`src/hdl/wdt_pkg.sv`:
```
package wdt_pkg;

  // ----------------------------------------------------------------
  // Register map (byte addresses on the register bus)
  // ----------------------------------------------------------------
  localparam logic [31:0] ADDR_RELOAD = 32'hFFFF0360;
  localparam logic [31:0] ADDR_COUNT = 32'hFFFF0364;
  localparam logic [31:0] ADDR_CONTROL = 32'hFFFF0368;
  localparam logic [31:0] ADDR_KICK = 32'hFFFF036C;
  localparam logic [31:0] ADDR_CAPTURE = 32'hFFFF0370;

  // ----------------------------------------------------------------
  // Reset values
  // ----------------------------------------------------------------
  localparam logic [15:0] RST_RELOAD = 16'h03D7;
  localparam logic [15:0] RST_COUNT = 16'h03D7;
  localparam logic [8:0] RST_CONTROL = 9'h000;
  localparam logic [7:0] RST_LFSR = 8'h00;

  // ----------------------------------------------------------------
  // Control field positions
  // ----------------------------------------------------------------
  localparam int CTL_STOP_PD = 0;
  localparam int CTL_IRQ_MODE = 1;
  localparam int CTL_PRE_LO = 2;
  localparam int CTL_PRE_HI = 3;
  localparam int CTL_SECURE = 4;
  localparam int CTL_WD_MODE = 5;
  localparam int CTL_PERIODIC = 6;
  localparam int CTL_ENABLE = 7;
  localparam int CTL_COUNT_UP = 8;
  localparam int CTL_WIDTH = 9;

  // ----------------------------------------------------------------
  // Prescaler codes and terminal counts
  // ----------------------------------------------------------------
  localparam logic [1:0] PRE_DIV1 = 2'h0;
  localparam logic [1:0] PRE_DIV16 = 2'h1;
  localparam logic [1:0] PRE_DIV256 = 2'h2;
  localparam logic [7:0] PRE_LAST1 = 8'h00;
  localparam logic [7:0] PRE_LAST16 = 8'h0F;
  localparam logic [7:0] PRE_LAST256 = 8'hFF;

  // ----------------------------------------------------------------
  // Counter and sequence constants
  // ----------------------------------------------------------------
  localparam logic [15:0] CNT_ZERO = 16'h0000;
  localparam logic [15:0] CNT_FULL = 16'hFFFF;
  localparam logic [15:0] CNT_ONE = 16'h0001;
  localparam logic [7:0] LFSR_TAPS = 8'h63;
  localparam logic [7:0] LFSR_ZERO = 8'h00;

  // ----------------------------------------------------------------
  // Bus response codes
  // ----------------------------------------------------------------
  localparam logic [1:0] RESP_OKAY = 2'h0;
  localparam logic [1:0] RESP_DECERR = 2'h3;

  typedef enum logic [0:0] {
    MODE_NORMAL = 1'b0,
    MODE_WATCHDOG = 1'b1
  } wdt_mode_e;

  // Master to slave signals of the register bus
  typedef struct packed {
    logic awvalid;
    logic [31:0] awaddr;
    logic wvalid;
    logic [31:0] wdata;
    logic [3:0] wstrb;
    logic bready;
    logic arvalid;
    logic [31:0] araddr;
    logic rready;
  } wdt_axi_req_s;

  // Slave to master signals of the register bus
  typedef struct packed {
    logic awready;
    logic wready;
    logic bvalid;
    logic [1:0] bresp;
    logic arready;
    logic rvalid;
    logic [31:0] rdata;
    logic [1:0] rresp;
  } wdt_axi_rsp_s;

endpackage

```
`src/hdl/wdt_watchdog_timer.sv`:
```
// Contract
// - Normal mode is a 16-bit load/count/reload timer on the 32.768 kHz clock, /1,/16,/256.
// - Capture the live count on an event while interrupt enable bit 5 is set.
// - Control bit 5 enters watchdog mode; left clear, the timer stays normal.
// - In watchdog mode the counter decrements from the reload value to zero.
// - Divide-by-256 with full-scale reload gives a 512 second timeout.
// - At zero in watchdog mode, interrupt if control bit 1 set, else reset.
// - Any kick write in watchdog mode reloads the counter, starting a new period.
// - A kick write in normal mode clears the timer interrupt unless a terminal tick sets it in the same cycle.
// - In watchdog mode reload and control writes are ignored until power-on reset.
// - Resets other than power-on leave the watchdog and counter running.
// - Counter stops while the debug port holds the core, resumes on release.
// - Peripheral power-down keeps counting unless control bit 0 is set.
// - Bit 8 counts up, bit 7 enables, bit 6 selects periodic over free-running.
// - Control bits 3:2 hold the prescale code; 00 divides by one.
// - Secure clear: only a kick equal to the LFSR state averts reset.
// - Seed comes from a kick before watchdog entry; later kicks compare to state.
// - A matching secure kick advances the LFSR as the counter reloads.
// - A mismatching secure kick resets at once, before the timeout.
// - In secure mode a kick of 0x00, or any kick after a 0x00 seed, forces an immediate reset.
// - The LFSR state cannot be read over the bus.
`timescale 1ns/1ps
`default_nettype none

module wdt_watchdog_timer (
  input wire logic clk_sys,
  input wire logic rst_n,
  input wire logic oscClk,
  input wire logic captureEvent,
  input wire logic debugHalt,
  input wire logic irqEnableBit5,
  input wire logic periphPowerDown,
  input wire wdt_pkg::wdt_axi_req_s axiReq,
  output var wdt_pkg::wdt_axi_rsp_s axiRsp,
  output logic timerIrq,
  output logic wdtResetReq
);

  // ----------------------------------------------------------------
  // State
  // ----------------------------------------------------------------
  typedef struct packed {
    logic [1:0] oscSync;
    logic oscPrev;
    logic [1:0] capSync;
    logic capPrev;
    logic [1:0] dbgSync;
    logic [7:0] preCount;
    logic [15:0] reload;
    logic [15:0] count;
    logic [15:0] capture;
    logic [wdt_pkg::CTL_WIDTH-1:0] ctrl;
    wdt_pkg::wdt_mode_e mode;
    logic [7:0] lfsr;
    logic irq;
    logic rstReq;
    logic awPend;
    logic [31:0] awAddr;
    logic wPend;
    logic [31:0] wData;
    logic [3:0] wStrb;
    wdt_pkg::wdt_axi_rsp_s rsp;
  } wdt_state_s;

  wdt_state_s cur;
  wdt_state_s next_cur;

  // ----------------------------------------------------------------
  // Helpers
  // ----------------------------------------------------------------
  // Next expected secure kick value
  function automatic logic [7:0] lfsrAdvance(input logic [7:0] v);
    logic [7:0] shifted;
    shifted = {v[6:0], 1'b0};
    return v[7] ? (shifted ^ wdt_pkg::LFSR_TAPS) : shifted;
  endfunction

  // Byte-lane merge for a 16-bit register
  function automatic logic [15:0] merge16(input logic [15:0] old,
                                          input logic [31:0] data,
                                          input logic [3:0] strb);
    logic [15:0] res;
    res = old;
    if (strb[0]) begin
      res[7:0] = data[7:0];
    end
    if (strb[1]) begin
      res[15:8] = data[15:8];
    end
    return res;
  endfunction

  // ----------------------------------------------------------------
  // Combinational next state
  // ----------------------------------------------------------------
  logic oscRise;
  logic capRise;
  logic tick;
  logic paused;
  logic running;
  logic [7:0] preLast;
  logic doWrite;
  logic kickReload;
  logic [15:0] newCtrl;

  always_comb begin
    next_cur = cur;
    oscRise = 1'b0;
    capRise = 1'b0;
    tick = 1'b0;
    paused = 1'b0;
    running = 1'b0;
    preLast = wdt_pkg::PRE_LAST1;
    doWrite = 1'b0;
    kickReload = 1'b0;
    newCtrl = 16'h0000;

    // Pin synchronisers; only the second stage feeds logic
    next_cur.oscSync = {cur.oscSync[0], oscClk};
    next_cur.oscPrev = cur.oscSync[1];
    next_cur.capSync = {cur.capSync[0], captureEvent};
    next_cur.capPrev = cur.capSync[1];
    next_cur.dbgSync = {cur.dbgSync[0], debugHalt};
    oscRise = cur.oscSync[1] & ~cur.oscPrev;
    capRise = cur.capSync[1] & ~cur.capPrev;

    // Reset request is a single-cycle pulse
    next_cur.rstReq = 1'b0;

    if (capRise && irqEnableBit5) begin
      next_cur.capture = cur.count;
    end

    // prescale select; reserved code 11 falls back to divide by one
    case (cur.ctrl[wdt_pkg::CTL_PRE_HI:wdt_pkg::CTL_PRE_LO])
      wdt_pkg::PRE_DIV16: begin
        preLast = wdt_pkg::PRE_LAST16;
      end
      wdt_pkg::PRE_DIV256: begin
        preLast = wdt_pkg::PRE_LAST256;
      end
      default: begin
        preLast = wdt_pkg::PRE_LAST1;
      end
    endcase

    // debug halt; optional stop in power-down
    paused = cur.dbgSync[1] ||
             (periphPowerDown && cur.ctrl[wdt_pkg::CTL_STOP_PD]);
    running = (cur.mode == wdt_pkg::MODE_WATCHDOG) || cur.ctrl[wdt_pkg::CTL_ENABLE];

    if (running && !paused && oscRise) begin
      if (cur.preCount >= preLast) begin
        next_cur.preCount = 8'h00;
        tick = 1'b1;
      end else begin
        next_cur.preCount = cur.preCount + 8'h01;
      end
    end

    // Bus write channel: address and data are taken in either order
    if (axiReq.awvalid && cur.rsp.awready) begin
      next_cur.awPend = 1'b1;
      next_cur.awAddr = axiReq.awaddr;
    end
    if (axiReq.wvalid && cur.rsp.wready) begin
      next_cur.wPend = 1'b1;
      next_cur.wData = axiReq.wdata;
      next_cur.wStrb = axiReq.wstrb;
    end
    if (cur.rsp.bvalid && axiReq.bready) begin
      next_cur.rsp.bvalid = 1'b0;
    end
    doWrite = cur.awPend && cur.wPend && !cur.rsp.bvalid;

    if (doWrite) begin
      next_cur.awPend = 1'b0;
      next_cur.wPend = 1'b0;
      next_cur.rsp.bvalid = 1'b1;
      next_cur.rsp.bresp = wdt_pkg::RESP_OKAY;
      case (cur.awAddr)
        wdt_pkg::ADDR_RELOAD: begin
          if (cur.mode == wdt_pkg::MODE_NORMAL) begin
            next_cur.reload = merge16(cur.reload, cur.wData, cur.wStrb);
          end
        end
        wdt_pkg::ADDR_CONTROL: begin
          if (cur.mode == wdt_pkg::MODE_NORMAL) begin
            newCtrl = merge16({7'h00, cur.ctrl}, cur.wData, cur.wStrb);
            next_cur.ctrl = newCtrl[wdt_pkg::CTL_WIDTH-1:0];
            // entry into watchdog mode starts from the reload value unless a tick in the same cycle steps the old count
            if (newCtrl[wdt_pkg::CTL_WD_MODE]) begin
              next_cur.mode = wdt_pkg::MODE_WATCHDOG;
              next_cur.count = cur.reload;
              next_cur.preCount = 8'h00;
            end
          end
        end
        wdt_pkg::ADDR_KICK: begin
          if (cur.mode == wdt_pkg::MODE_NORMAL) begin
            next_cur.irq = 1'b0;
            next_cur.lfsr = cur.wData[7:0];
            kickReload = 1'b1;
          end else if (cur.ctrl[wdt_pkg::CTL_SECURE]) begin
            // secure kick must match; zero never matches
            if (cur.wData[7:0] == cur.lfsr && cur.lfsr != wdt_pkg::LFSR_ZERO) begin
              next_cur.lfsr = lfsrAdvance(cur.lfsr);
              kickReload = 1'b1;
            end else begin
              next_cur.rstReq = 1'b1;
              kickReload = 1'b1;
            end
          end else begin
            kickReload = 1'b1;
          end
        end
        wdt_pkg::ADDR_COUNT, wdt_pkg::ADDR_CAPTURE: begin
          next_cur.rsp.bresp = wdt_pkg::RESP_OKAY;
        end
        default: begin
          next_cur.rsp.bresp = wdt_pkg::RESP_DECERR;
        end
      endcase
    end

    // Counter; a kick reload takes precedence over a tick
    if (kickReload) begin
      next_cur.count = cur.reload;
      next_cur.preCount = 8'h00;
      // A terminal tick in the clearing cycle still raises the flag: set beats clear
      if (tick && cur.mode == wdt_pkg::MODE_NORMAL &&
          cur.count == (cur.ctrl[wdt_pkg::CTL_COUNT_UP] ?
                        wdt_pkg::CNT_FULL : wdt_pkg::CNT_ZERO)) begin
        next_cur.irq = 1'b1;
      end
    end else if (tick) begin
      if (cur.mode == wdt_pkg::MODE_WATCHDOG) begin
        // down to zero; then interrupt or reset and restart
        if (cur.count == wdt_pkg::CNT_ZERO) begin
          if (cur.ctrl[wdt_pkg::CTL_IRQ_MODE]) begin
            next_cur.irq = 1'b1;
          end else begin
            next_cur.rstReq = 1'b1;
          end
          next_cur.count = cur.reload;
        end else begin
          next_cur.count = cur.count - wdt_pkg::CNT_ONE;
        end
      end else if (cur.ctrl[wdt_pkg::CTL_COUNT_UP]) begin
        // count up, wrap or reload past full scale
        if (cur.count == wdt_pkg::CNT_FULL) begin
          next_cur.irq = 1'b1;
          next_cur.count = cur.ctrl[wdt_pkg::CTL_PERIODIC] ? cur.reload : wdt_pkg::CNT_ZERO;
        end else begin
          next_cur.count = cur.count + wdt_pkg::CNT_ONE;
        end
      end else begin
        // count down, wrap or reload past zero
        if (cur.count == wdt_pkg::CNT_ZERO) begin
          next_cur.irq = 1'b1;
          next_cur.count = cur.ctrl[wdt_pkg::CTL_PERIODIC] ? cur.reload : wdt_pkg::CNT_FULL;
        end else begin
          next_cur.count = cur.count - wdt_pkg::CNT_ONE;
        end
      end
    end

    // Bus read channel; one outstanding read
    if (cur.rsp.rvalid && axiReq.rready) begin
      next_cur.rsp.rvalid = 1'b0;
    end
    if (axiReq.arvalid && cur.rsp.arready) begin
      next_cur.rsp.rvalid = 1'b1;
      next_cur.rsp.rresp = wdt_pkg::RESP_OKAY;
      next_cur.rsp.rdata = 32'h00000000;
      case (axiReq.araddr)
        wdt_pkg::ADDR_RELOAD: begin
          next_cur.rsp.rdata = {16'h0000, cur.reload};
        end
        wdt_pkg::ADDR_COUNT: begin
          next_cur.rsp.rdata = {16'h0000, cur.count};
        end
        wdt_pkg::ADDR_CONTROL: begin
          next_cur.rsp.rdata = {23'h000000, cur.ctrl};
        end
        wdt_pkg::ADDR_KICK: begin
          next_cur.rsp.rdata = 32'h00000000;
        end
        wdt_pkg::ADDR_CAPTURE: begin
          next_cur.rsp.rdata = {16'h0000, cur.capture};
        end
        default: begin
          next_cur.rsp.rresp = wdt_pkg::RESP_DECERR;
        end
      endcase
    end

    // Ready flags held in flops so that every output is registered
    next_cur.rsp.awready = !next_cur.awPend && !next_cur.rsp.bvalid;
    next_cur.rsp.wready = !next_cur.wPend && !next_cur.rsp.bvalid;
    next_cur.rsp.arready = !next_cur.rsp.rvalid;
  end

  // ----------------------------------------------------------------
  // Registers
  // ----------------------------------------------------------------
  // rst_n is the power-on reset only; system resets do not reach here
  always_ff @(posedge clk_sys) begin
    if (!rst_n) begin
      cur <= '0;
      cur.reload <= wdt_pkg::RST_RELOAD;
      cur.count <= wdt_pkg::RST_COUNT;
      cur.ctrl <= wdt_pkg::RST_CONTROL;
      cur.lfsr <= wdt_pkg::RST_LFSR;
      cur.mode <= wdt_pkg::MODE_NORMAL;
      cur.rsp.awready <= 1'b1;
      cur.rsp.wready <= 1'b1;
      cur.rsp.arready <= 1'b1;
    end else begin
      cur <= next_cur;
    end
  end

  // ----------------------------------------------------------------
  // Outputs
  // ----------------------------------------------------------------
  assign axiRsp = cur.rsp;
  assign timerIrq = cur.irq;
  assign wdtResetReq = cur.rstReq;

endmodule

`default_nettype wire

```
`config.mk`:
```
export PLATFORM = sky130hd
export DESIGN_NAME = wdt_watchdog_timer
export DESIGN_NICKNAME = d
export VERILOG_FILES = /design/src/hdl/wdt_pkg.sv /design/src/hdl/wdt_watchdog_timer.sv
export SDC_FILE = /design/constraint.sdc
export NUM_CORES = 1
export LEC_CHECK = 0
export BUFFER_PORTS_ARGS = -buffer_cell sky130_fd_sc_hd__buf_2
export CAP_MARGIN = 25
export CORE_ASPECT_RATIO = 1.25
export CORE_MARGIN = 3
export CORE_UTILIZATION = 51
export DETAILED_ROUTE_END_ITERATION = 6
export GPL_ROUTABILITY_DRIVEN = 0
export PLACE_DENSITY_LB_ADDON = 0.25
export RECOVER_POWER = 25
export SYNTH_ARGS = -nofsm -noshare
export SYNTH_HDL_FRONTEND = slang
export SYNTH_SLANG_ARGS = --single-unit
```
`constraint.sdc`:
```
create_clock -name clk_sys -period 2.7 [get_ports clk_sys]
set_clock_uncertainty 0.2 [all_clocks]
set_input_delay 0.54 -clock clk_sys [delete_from_list [all_inputs] [get_ports clk_sys]]
set_output_delay 0.54 -clock clk_sys [all_outputs]
set_load 0.05 [all_outputs]
```
==> results_dict.tcl <==
set metrics [dict create \
    power_density_nw_per_um2 545 \
    worst_hold_path_type "in -> reg" \
    drive_gt1_share_pct 25.1 \
    design_area_um2 9920 \
    die_w_um 119 \
    grt_pass1_wl_mm 34.8 \
    yosys-top-cells-count "205 x nand2_1, 159 x dfxtp_1, 114 x a21oi_1" \
    yosysTopAreaCellShare_pct 39.1 \
    rsz0062_at_grt "yes" \
    synth_top_cell_by_area "dfxtp_1" \
    min_period_ns 2.64 \
    nets 1260 \
    root_buffer "clkbuf_16" \
    syn_inst 1009 \
    numCtsBuffers 17 \
    synthArstFlopShare_pct 0 \
    cts_max_level 4 \
    vias 7590 \
    cts_hold_buffers 0 \
    viasPerCell 5.58 \
    fmax_mhz 378 \
    cp.arrival_ns 2.80 \
    max_cap_viol_count 0 \
    worstPathRequired_ns 2.86 \
    syn-cell-area_um2 8140 \
    yosysSeqAreaShare_pct 39.1 \
    drt_wl_total_mm 21.9 \
    dp.final_hpwl_mm 15.8 \
    critical_path.startpoint "cur[124]" \
    diodes 0 \
    clockBufferDepth 2 \
    r2r_setup_slack_ns 0.06 \
    yosysMostFrequentCell "nand2_1" \
    grt_max_degree 104 \
    initial_core_util_pct 52.0 \
    tritoncts_num_sinks 159 \
    clkTransAtPathRegs_ns 0.07 \
    drtIter0Drc 581 \
    place_ws_ns -0.197 \
    holdWs_ns 0.107 \
    start_kind "flop" \
    fin_ws_ns 0.0552 \
    leakage_uw 0.00404 \
    r2r_cells 13 \
    critPathCapture "cur[155]" \
    synth_cell_types 75 \
    period_share_pct 98.0 \
    synth.ff_latch_count 159 \
    p_total_uw 5400 \
    drt_pass1_iterations 5 \
    fin_util_pct 63.4 \
    detail-route-antenna-nets 0 \
    die-area_um2 17500 \
    endpoint_kind "flop" \
    ios 155 \
    synth_ff_type "dfxtp_1" \
    path_class "reg -> reg" \
    vdd_drop_max_uv 446 \
    syn_to_final_growth_pct 21.9 \
    synth_area_leaders "dfxtp_1 39%, nand2_1 9.5%, a21oi_1 7.0%" \
    synth_edf_count 0 \
    synth.avg_cell_area_um2 8.06 \
    wl_per_cell_um 16.1 \
    grt_use_total_pct 24.4 \
    drc 0 \
    antenna_found_initial 0 \
    fp.dieH_um 147 \
    drv_slew 0 \
    finalHoldViolCount 0 \
    port_buffers 120 \
    grt_pass1_vias 7149 \
    maxSlewHeadroom_pct 15.0 \
    cts_tree "yes" \
    fp-row-count 51 \
    outcome "completed" \
    finalSetupViolCount 0 \
    crit-reg2reg-capture "cur[155]" \
    coreArea_um2 15600 \
    crit_path_max_fanout 6 \
    insertion_delay_ns 0.44 \
    reg2reg_from "cur[124]" \
    ys_warn_count 0 \
    postPlaceCellArea_um2 9130 \
    num-fill-cells 1365 \
    overflow 0 \
    worst_pin_slew_ns 1.28 \
]
## critical path, stage by stage, from the launching register on
cell      delay, ns
dfxtp_2        0.34
inv_2          0.04
ha_4           0.15
inv_2          0.08
ha_4           0.21
a21o_1         0.18
a211oi_4       0.27
o21ai_1        0.14
buf_4          0.18
a21o_1         0.20
buf_6          0.13
o211ai_1       0.14
a21oi_1        0.11
a211oi_1       0.19
## what timing repair did
action / CTS / global route
pin swaps: 1 / 14
setup buffers: 0 / 2
endpoints found under the setup margin: 23 / 26
resized for setup: 6 / 27
gates cloned: 0 / 0
## through the flow
stage / std cells / setup TNS [ns]
final: 1361 / 0
after global routing: 1361 / -0.183
after CTS: 1360 / -0.137
after detailed placement: 1329 / -2.37
after global placement: 1328 / -0.854
after floorplan: 1024 / 0
## routing by layer
metal  global-route usage, %  routed length [µm]  vias up  share of wire [%]
li1                        -                   -     3743                  -
met1                    28.7                8710     3487                 40
met2                    42.0               10800      294                 49
met5                       0                   0        -                  0
met3                    6.01                1560       66                7.1
met4                    10.7                 806        0                3.7
## cell families after synthesis
group | synth area share [%]
xor+xnor | 3.98
fa+ha+maj | 1.81
flops | 39.1
compound gates | 18.0
other cells | 0.0461
simple gates | 24.9
mux | 4.03
buf+inv | 8.07
## worst min path at each step
stage | start | slack (ns) | depth (start not counted) | endpoint
after floorplan | cur[187] | 0.21 | 1 | cur[188]
after global placement | cur[190] | 0.22 | 1 | cur[191]
after detailed placement | cur[187] | 0.22 | 1 | cur[188]
after CTS | captureEvent | 0.1 | 2 | cur[190]
after global routing | captureEvent | 0.11 | 2 | cur[190]
final | captureEvent | 0.11 | 2 | cur[190]
## layout by cell type (no fill, tap or decap), types with 7 or more instances in the layout
master and n:
dfxtp_1 157, a222oi_1 7, nand4_1 18, nor2_1 59
a21oi_1 114, o21ai_0 13, a31oi_1 9, xnor2_1 16
clkbuf_16 17, xor2_1 21, nand2_1 202, o22ai_1 8
nand3_1 24, inv_1 14, conb_1 16, mux2i_1 26
o21ai_1 22, a22o_1 9, a221oi_1 16, nor3_1 18
and2_1 10, buf_4 75, buf_2 119
## report_power, final
part           switching, µW  leakage [µW]  internal, µW
registers               62.8       0.00129          2420
logic                    288       0.00246           148
clock network            980      0.000285          1500
total                   1330       0.00404          4070
## sequential cells by signal (all words and copies together), names as in the netlist
name	count
cur	134
wdtResetReq	1
timerIrq	1
axiRsp	23
## area by class of cell
type                    instances  area, µm²  area share, %
inverters                      18       67.6          0.681
well taps                     212        265           2.68
repair buffers                202       1270           12.8
clock buffers                  19        453           4.57
flip-flops and latches        159       3190           32.1
multi-input cells             739       4520           45.6
clock inverters                12        159           1.60
(Power assumes the default switching activity.)
